### config.mk
export PLATFORM = sky130hd
export DESIGN_NAME = stpc_top
export DESIGN_NICKNAME = d
export VERILOG_FILES = /design/src/stpc_pkg.sv /design/src/stpc_stab_timer.sv /design/src/stpc_top.sv
export SDC_FILE = /design/constraint.sdc
export NUM_CORES = 1
export LEC_CHECK = 0
export ABC_AREA = 1
export BUFFER_PORTS_ARGS = -buffer_cell sky130_fd_sc_hd__buf_2
export CAP_MARGIN = 20
export CORE_MARGIN = 2
export CORE_UTILIZATION = 32
export DETAILED_ROUTE_END_ITERATION = 10
export RECOVER_POWER = 50
export SYNTH_ARGS = -nofsm -noshare
export SYNTH_HDL_FRONTEND = slang
export SYNTH_SLANG_ARGS = --single-unit
export TNS_END_PERCENT = 20
### constraint.sdc
create_clock -name clk -period 6.4 [get_ports clk]
set_clock_uncertainty 0.2 [all_clocks]
set_input_delay 0.64 -clock clk [delete_from_list [all_inputs] [get_ports clk]]
set_output_delay 0.64 -clock clk [all_outputs]
set_load 0.005 [all_outputs]
### src/stpc_pkg.sv
// constants, register map and types for the timebase pll configuration block
package stpc_pkg;

  // ************************************************************
  // register offsets
  // ************************************************************
  localparam logic [15:0] STPC_OFS_FBR = 16'h0200;
  localparam logic [15:0] STPC_OFS_CFG = 16'h0201;
  localparam logic [15:0] STPC_OFS_FREQ0 = 16'h0202;
  localparam logic [15:0] STPC_OFS_PER0 = 16'h0207;
  localparam logic [15:0] STPC_OFS_CTRL = 16'h2000;
  localparam logic [15:0] STPC_OFS_STAT = 16'h3001;
  localparam logic [15:0] STPC_OFS_IST = 16'h3010;
  localparam logic [15:0] STPC_OFS_IMSK = 16'h3011;
  localparam int STPC_FREQ_BYTES = 5;
  localparam int STPC_PER_BYTES = 3;

  // ************************************************************
  // field positions
  // ************************************************************
  localparam int STPC_CFG_DBL = 0;
  localparam int STPC_CFG_PRE_LO = 1;
  localparam int STPC_CFG_XTAL = 3;
  localparam int STPC_CTRL_CAL = 2;
  localparam int STPC_ST_LOCK = 0;
  localparam int STPC_ST_STABLE = 1;
  localparam int STPC_ST_BUSY = 2;
  // interrupt events: lock gained, lock lost, stable gained
  localparam int STPC_EV_LOCK = 0;
  localparam int STPC_EV_UNLOCK = 1;
  localparam int STPC_EV_STABLE = 2;
  localparam int STPC_EV_N = 3;

  // ************************************************************
  // reset values
  // ************************************************************
  localparam logic [7:0] STPC_FBR_RST = 8'h04;
  localparam logic [3:0] STPC_CFG_RST = 4'h0;
  localparam logic [39:0] STPC_FREQ_RST = 40'h00_0000_0000;
  localparam logic [19:0] STPC_PER_RST = 20'h0000a;
  localparam logic [7:0] STPC_RD_ZERO = 8'h00;

  // ************************************************************
  // timing
  // ************************************************************
  localparam int STPC_CLK_HZ = 10_000_000;
  localparam int STPC_MS_PER_S = 1000;
  localparam int STPC_MS_CYC = STPC_CLK_HZ / STPC_MS_PER_S;

  // ************************************************************
  // types
  // ************************************************************
  typedef struct packed {
    logic xtal_amp_en;
    logic [1:0] prescale;
    logic doubler_en;
    logic [7:0] fb_ratio;
    logic [39:0] ref_freq;
  } stpc_cfg_t;

  typedef struct packed {
    logic busy;
    logic stable;
    logic locked;
  } stpc_stat_t;

endpackage

### src/stpc_stab_timer.sv
// millisecond hold-off timer that qualifies pll lock as stable
`timescale 1ns/100ps
module stpc_stab_timer #(
  parameter int MS_CYC = stpc_pkg::STPC_MS_CYC
) (
  // clock and reset
  input wire logic clk,
  input wire logic rst_b,
  // lock and hold-off period
  input wire logic locked,
  input wire logic [19:0] period,
  // qualified status
  output logic stable
);
  import stpc_pkg::*;

  localparam int DW = $clog2(MS_CYC + 1);

  generate
    if (MS_CYC < 1) begin : g_bad
      $error("stpc_stab_timer: MS_CYC must be at least 1");
    end
  endgenerate

  logic [DW-1:0] div_r, div_nxt;
  logic [19:0] ms_r, ms_nxt;
  logic stable_r, stable_nxt;
  logic tick;

  // ************************************************************
  // next state
  // ************************************************************
  always_comb begin
    tick = (div_r == DW'(MS_CYC - 1));
    div_nxt = div_r;
    ms_nxt = ms_r;
    stable_nxt = 1'b0;
    if (!locked) begin
      div_nxt = '0;
      ms_nxt = '0;
    end else begin
      div_nxt = tick ? '0 : DW'(div_r + 1'b1);
      if (tick && ms_r != period) begin
        ms_nxt = ms_r + 20'h00001;
      end
    end
    stable_nxt = locked && (period != 20'h00000) && (ms_r == period);
  end

  always_ff @(posedge clk) begin
    if (!rst_b) begin
      div_r <= '0;
      ms_r <= '0;
      stable_r <= 1'b0;
    end else begin
      div_r <= div_nxt;
      ms_r <= ms_nxt;
      stable_r <= stable_nxt;
    end
  end

  assign stable = stable_r;

endmodule // stpc_stab_timer

### src/stpc_top.sv
// register file, lock capture and frequency model of the timebase pll
//
// Design decision made here: the address-and-strobe port.
`timescale 1ns/100ps
module stpc_top #(
  parameter int MS_CYC = stpc_pkg::STPC_MS_CYC
) (
  // clock and reset
  input wire logic clk,
  input wire logic rst_b,
  // register port
  input wire logic [15:0] addr,
  input wire logic [7:0] wdata,
  input wire logic wr,
  input wire logic rd,
  output logic [7:0] rdata,
  // analog pll side
  input wire logic pll_lock_in,
  input wire logic cal_busy_in,
  output stpc_pkg::stpc_cfg_t pll_cfg,
  output logic vco_cal_req,
  output logic [48:0] core_timebase_hz,
  // status and interrupt
  output stpc_pkg::stpc_stat_t stat,
  output logic irq
);
  import stpc_pkg::*;

  // ************************************************************
  // configuration registers
  // ************************************************************
  logic [7:0] fbr_r, fbr_nxt;
  logic [3:0] cfg_r, cfg_nxt;
  logic [39:0] freq_r, freq_nxt;
  logic [19:0] per_r, per_nxt;
  logic cal_r, cal_nxt;
  logic [STPC_EV_N-1:0] ist_r, ist_nxt;
  logic [STPC_EV_N-1:0] imsk_r, imsk_nxt;
  logic [7:0] rdata_r, rdata_nxt;
  logic irq_r, irq_nxt;
  logic [STPC_EV_N-1:0] ev;

  // ************************************************************
  // pin synchronisers
  // ************************************************************
  // lock and busy come from the analog macro, so three flops each
  logic [2:0] lk_s_r, bz_s_r;
  logic lock_q_r, lock_q_nxt;
  logic busy_q_r, busy_q_nxt;
  logic stable_w;
  logic stable_d_r;
  logic lock_d_r;
  logic [48:0] est_r, est_nxt;
  stpc_cfg_t cfg_out_r;

  always_comb begin
    lock_q_nxt = lock_q_r;
    busy_q_nxt = busy_q_r;
    if (lk_s_r[1] == lk_s_r[2]) begin
      lock_q_nxt = lk_s_r[2];
    end
    if (bz_s_r[1] == bz_s_r[2]) begin
      busy_q_nxt = bz_s_r[2];
    end
  end

  always_ff @(posedge clk) begin
    if (!rst_b) begin
      lk_s_r <= 3'h0;
      bz_s_r <= 3'h0;
      lock_q_r <= 1'b0;
      busy_q_r <= 1'b0;
      lock_d_r <= 1'b0;
      stable_d_r <= 1'b0;
    end else begin
      lk_s_r <= {lk_s_r[1:0], pll_lock_in};
      bz_s_r <= {bz_s_r[1:0], cal_busy_in};
      lock_q_r <= lock_q_nxt;
      busy_q_r <= busy_q_nxt;
      lock_d_r <= lock_q_r;
      stable_d_r <= stable_w;
    end
  end

  stpc_stab_timer #(
    .MS_CYC(MS_CYC)
  ) u_stab (
    .clk(clk),
    .rst_b(rst_b),
    // stable drops with lock
    // fed the next lock level so stable never outlives locked by a cycle
    .locked(lock_q_nxt),
    .period(per_r),
    .stable(stable_w)
  );

  // ************************************************************
  // events
  // ************************************************************
  always_comb begin
    ev = '0;
    ev[STPC_EV_LOCK] = lock_q_r && !lock_d_r;
    ev[STPC_EV_UNLOCK] = !lock_q_r && lock_d_r;
    ev[STPC_EV_STABLE] = stable_w && !stable_d_r;
  end

  // ************************************************************
  // register writes and reads
  // ************************************************************
  always_comb begin
    fbr_nxt = fbr_r;
    cfg_nxt = cfg_r;
    freq_nxt = freq_r;
    per_nxt = per_r;
    cal_nxt = cal_r;
    imsk_nxt = imsk_r;
    ist_nxt = ist_r;
    rdata_nxt = STPC_RD_ZERO;
    if (wr) begin
      unique case (addr)
        STPC_OFS_FBR: fbr_nxt = wdata;
        STPC_OFS_CFG: cfg_nxt = wdata[3:0];
        STPC_OFS_CTRL: cal_nxt = wdata[STPC_CTRL_CAL];
        STPC_OFS_IMSK: imsk_nxt = wdata[STPC_EV_N-1:0];
        STPC_OFS_IST: ist_nxt = ist_r & ~wdata[STPC_EV_N-1:0];
        default: ;
      endcase
      for (int i = 0; i < STPC_FREQ_BYTES; i++) begin
        if (addr == STPC_OFS_FREQ0 + 16'(i)) begin
          freq_nxt[8*i +: 8] = wdata;
        end
      end
      for (int i = 0; i < STPC_PER_BYTES; i++) begin
        if (addr == STPC_OFS_PER0 + 16'(i)) begin
          if (i == STPC_PER_BYTES - 1) begin
            per_nxt[19:16] = wdata[3:0];
          end else begin
            per_nxt[8*i +: 8] = wdata;
          end
        end
      end
    end
    // set wins over a same-cycle clear
    ist_nxt = ist_nxt | ev;
    if (rd) begin
      unique case (addr)
        STPC_OFS_FBR: rdata_nxt = fbr_r;
        STPC_OFS_CFG: rdata_nxt = {4'h0, cfg_r};
        STPC_OFS_CTRL: rdata_nxt = {5'h00, cal_r, 2'h0};
        STPC_OFS_STAT: rdata_nxt = {5'h00, busy_q_r, stable_w, lock_q_r};
        STPC_OFS_IST: rdata_nxt = {5'h00, ist_r};
        STPC_OFS_IMSK: rdata_nxt = {5'h00, imsk_r};
        default: ;
      endcase
      for (int i = 0; i < STPC_FREQ_BYTES; i++) begin
        if (addr == STPC_OFS_FREQ0 + 16'(i)) begin
          rdata_nxt = freq_r[8*i +: 8];
        end
      end
      for (int i = 0; i < STPC_PER_BYTES; i++) begin
        if (addr == STPC_OFS_PER0 + 16'(i)) begin
          if (i == STPC_PER_BYTES - 1) begin
            rdata_nxt = {4'h0, per_r[19:16]};
          end else begin
            rdata_nxt = per_r[8*i +: 8];
          end
        end
      end
    end
    irq_nxt = |(ist_nxt & imsk_nxt);
  end

  always_ff @(posedge clk) begin
    if (!rst_b) begin
      fbr_r <= STPC_FBR_RST;
      cfg_r <= STPC_CFG_RST;
      freq_r <= STPC_FREQ_RST;
      per_r <= STPC_PER_RST;
      cal_r <= 1'b0;
      ist_r <= '0;
      imsk_r <= '0;
      rdata_r <= STPC_RD_ZERO;
      irq_r <= 1'b0;
    end else begin
      fbr_r <= fbr_nxt;
      cfg_r <= cfg_nxt;
      freq_r <= freq_nxt;
      per_r <= per_nxt;
      cal_r <= cal_nxt;
      ist_r <= ist_nxt;
      imsk_r <= imsk_nxt;
      rdata_r <= rdata_nxt;
      irq_r <= irq_nxt;
    end
  end

  // ************************************************************
  // frequency model and outputs
  // ************************************************************
  // one pipeline stage; the model lags the registers by a cycle
  always_comb begin
    logic [48:0] prod;
    prod = 49'(freq_r) * 49'(fbr_r);
    if (cfg_r[STPC_CFG_DBL]) begin
      est_nxt = 49'(prod << 1);
    end else begin
      est_nxt = prod >> cfg_r[STPC_CFG_PRE_LO +: 2];
    end
  end

  always_ff @(posedge clk) begin
    if (!rst_b) begin
      est_r <= '0;
      cfg_out_r <= '0;
    end else begin
      est_r <= est_nxt;
      cfg_out_r <= '{xtal_amp_en: cfg_r[STPC_CFG_XTAL],
                     prescale: cfg_r[STPC_CFG_PRE_LO +: 2],
                     doubler_en: cfg_r[STPC_CFG_DBL],
                     fb_ratio: fbr_r,
                     ref_freq: freq_r};
    end
  end

  assign pll_cfg = cfg_out_r;
  assign vco_cal_req = cal_r;
  assign core_timebase_hz = est_r;
  assign stat = '{busy: busy_q_r, stable: stable_w, locked: lock_q_r};
  assign rdata = rdata_r;
  assign irq = irq_r;

endmodule // stpc_top

==> flow_summary.json <==
{
  "yosys-top-cells-area": "dfxtp_1 (22%), fa_1 (21%), nand2_1 (16%)",
  "grt_max_degree": 100,
  "setup_viol": 0,
  "worstMarginPinSlew_ps": 1886,
  "drive_gt1_share_pct": 6.411,
  "start_util_pct": 32.30,
  "gr-total-overflow": 0,
  "yosysMostFrequentCell": "nand2_1",
  "synthToLayoutAreaGrowth_pct": 10.87,
  "status": "finished, violations left",
  "fin_crit_ps": 5531,
  "nNetsFinal": 3601,
  "multiInputGateArea_sq_um": 13650,
  "grt_first_pass_wirelength_mm": 109.6,
  "synth.cells.most_frequent": "nand2_1 (918), inv_1 (719), nand3_1 (247), dfxtp_1 (234), fa_1 (228)",
  "port-buffer-count": 143,
  "fp-row-count": 95,
  "path_cells": "nand2_1 -> inv_1 -> fa_1 -> fa_1 -> fa_1 -> inv_1 -> fa_1 -> inv_1 -> ha_1 -> a21oi_1 -> nor2_1 -> nor2_1 -> nand2_4 -> nand2_1 -> nand2_1 -> nand2_1 -> nand2_1 -> xnor2_1 -> nand2_1 -> nand3_1 -> nand3_1",
  "tns_ps": 0,
  "insertion_delay_ps": 590,
  "maxSlewHeadroom_pct": -26.17,
  "drt_iter0_markers": 1655,
  "drv_slew": 28,
  "drt-total-wl_mm": 67.94,
  "ys_warn_count": 0,
  "worstPathMaxFanout": 11,
  "cts_hold_buf": 0,
  "clock_tree.buffer_depth": 3,
  "fp.coreArea_sq_um": 67040,
  "place_area_sq_um": 23120,
  "first_pass_iters": 7,
  "startpoint": "freq_r[2]",
  "utilization_pct": 35.82,
  "crit_family": "adder cells",
  "wire_per_inst_um": 16.32,
  "design_area_sq_um": 24010,
  "fin_crit_sh_pct": 86.42,
  "fillers": 7314,
  "critPathMaxStageDelay_ps": 720,
  "ys_seq_area_share_pct": 21.63,
  "final_cells": 4164,
  "violations": "max-capacitance violations, max-slew violations",
  "synth_edf_count": 0,
  "drc": 0,
  "endpoint_kind": "register",
  "synth.largest_area_cell": "dfxtp_1",
  "syn_avg_cell_area_sq_um": 6.730,
  "rr_worst_depth": 21,
  "antenna_found_initial": 0,
  "cap_violations": 1,
  "crit_path_top_delay_cell": "dfxtp_1",
  "clock_sinks": 234,
  "route.vias.total": 19670,
  "place_congestion": 0.9505,
  "start_kind": "register",
  "ios": 144,
  "fp.dieW_um": 264.1,
  "grt_usage_pct": 19.70,
  "hold_class": "in2reg",
  "hpwlAfterDp_mm": 52.69,
  "ff_latch_area_sq_um": 4684,
  "peakVddDrop_v": 0.0002113,
  "crit_cells": 21,
  "synth_area_sq_um": 21660,
  "whs_endpoint": "bz_s_r[0]",
  "ctsResizeCount": 0,
  "p_per_area_nw_per_um2": 132.6,
  "synthFlopType": "dfxtp_1",
  "htreeDepth": 1,
  "diodes": 0,
  "yosysTopAreaCellShare_pct": 21.63,
  "avgViaCountPerCell": 4.725,
  "clk_pin_slew_worst_paths_ps": 60,
  "rsz0062_at_grt": "false",
  "place_inst": 4116,
  "ys_ff_latch": 234,
  "r2r_end": "core_timebase_hz[29]",
  "synth_cell_types": 50,
  "reg2reg_setup_slack_ps": 870,
  "drtAntennaViolNets": 0,
  "cp_data_required_time_ps": 6680,
  "die_area_sq_um": 69770,
  "syn_nets": 3546,
  "cts-root-buf": "clkbuf_16",
  "regToRegStartpoint": "freq_r[2]",
  "synth_cells": 3218,
  "power.leakage_nw": 13.64,
  "die-height_um": 264.1,
  "p_total_mw": 3.184,
  "hold_depth": 3,
  "cts_setup_buffers": 0,
  "cts_buffers": 27,
  "clock.fmax_ghz": 0.1808,
  "crit_buf_inv": 3,
  "grt_pass1_vias": 19660,
  "crit_arrival_ps": 5810,
  "cts_tree": "yes",
  "finalHoldViolations": 0,
  "synth-async-reset-ratio_pct": 0,
  "cpMostUsedCell": "nand2_1",
  "hp-start": "cal_busy_in",
  "path_class": "reg2reg"
}
[power by group]
group	switching [mW]	total (mW)	internal, mW
logic	0.0564	0.0714	0.0149
registers	0.00100	1.46	1.46
clock network	0.661	1.65	0.992
total	0.718	3.18	2.47
[how the worst max path moves through the flow]
| stage | endpoint | slack (ps) |
|---|---|---|
| 2_1_floorplan | core_timebase_hz[20] | 1530 |
| 3_3_place_gp | core_timebase_hz[28] | 900 |
| 3_5_place_dp | core_timebase_hz[28] | 930 |
| 4_1_cts | core_timebase_hz[28] | 890 |
| 5_1_grt | core_timebase_hz[30] | 480 |
| 6_report | core_timebase_hz[29] | 870 |
[area by class of cell]
type                       count  share of cell area (%)
timing repair buffer         167                   3.804
clock inverter                11                  0.7400
inverter                     728                   11.38
multi-input combinational   2115                   56.85
tap                          873                   4.549
sequential                   234                   19.51
clock buffer                  36                   3.163
[worst reg2reg max path, cell delays in order (launching register included)]
cell     delay, ps
dfxtp_1        720
nand2_1        110
inv_1          100
fa_1           440
fa_1           530
fa_1           540
inv_1           50
fa_1           540
inv_1           50
ha_1           360
a21oi_1        230
nor2_1          90
nor2_1         170
nand2_4        130
nand2_1         80
nand2_1        160
nand2_1        110
nand2_1        100
xnor2_1        400
nand2_1        130
nand3_1        100
nand3_1         70
[cells in the final DEF, fill, tap and decap left out, types with 3 or more instances in the layout]
cell / instances
bufinv_16: 4
o21ai_0: 118
buf_2: 91
nor2_2: 18
a211oi_1: 5
clkbuf_8: 5
clkbuf_16: 27
inv_1: 719
nand2_2: 8
o21ai_1: 5
o21bai_1: 4
fa_1: 228
nor2_1: 175
a21o_1: 5
nor3_1: 29
inv_2: 7
nand2_1: 918
nand3_1: 247
buf_4: 18
ha_1: 70
or2_1: 5
mux2i_1: 5
clkinvlp_4: 3
or2_2: 8
a21oi_1: 133
clkbuf_1: 55
clkinv_2: 3
o211ai_1: 11
buf_12: 5
o221ai_1: 10
xor2_1: 19
nor3b_1: 5
nand4_1: 34
nor4_1: 8
nand3_2: 3
dfxtp_1: 234
xnor2_1: 23
[state kept, by name, summed over array words and instances (netlist names)]
signal and cells:
u_stab.div_r 14, lock_q_r 1, u_stab.ms_r 20, ist_r 3, u_stab.stable 1, imsk_r 3, lock_d_r 1, stable_d_r 1
per_r 20, lk_s_r 3, pll_cfg 52, rdata 8, busy_q_r 1, core_timebase_hz 49, irq 1, bz_s_r 3
freq_r 40, fbr_r 8, cfg_r 4, vco_cal_req 1
[stage by stage]
| step | setup slack [ps] | hold WS (ps) |
|---|---|---|
| after floorplan | 1532 | 190.5 |
| after global placement | 903.2 | 198.5 |
| after detailed placement | 934.0 | 196.4 |
| after CTS | 888.2 | 13.01 |
| after global routing | 480.2 | 64.02 |
| final | 869.1 | 37.46 |
[metal layers]
metal | track usage (%) | share of wire (%)
met3 | 2.396 | 6.0
met5 | 0 | 0
met2 | 33.36 | 47
met4 | 4.868 | 2.2
met1 | 26.64 | 45
[logic make-up (layout without fill, tap and decap cells)]
logic type / after synthesis / in the layout / synth area share [%]
mux: 5 / 5 / 0.2311
xor+xnor: 42 / 42 / 1.699
simple gates: 1469 / 1469 / 28.47
compound gates: 301 / 301 / 7.523
fa+ha+maj: 298 / 298 / 25.12
buf+inv: 869 / 942 / 15.32
flops: 234 / 234 / 21.63
Note: power is estimated with default switching activity, not from simulation.
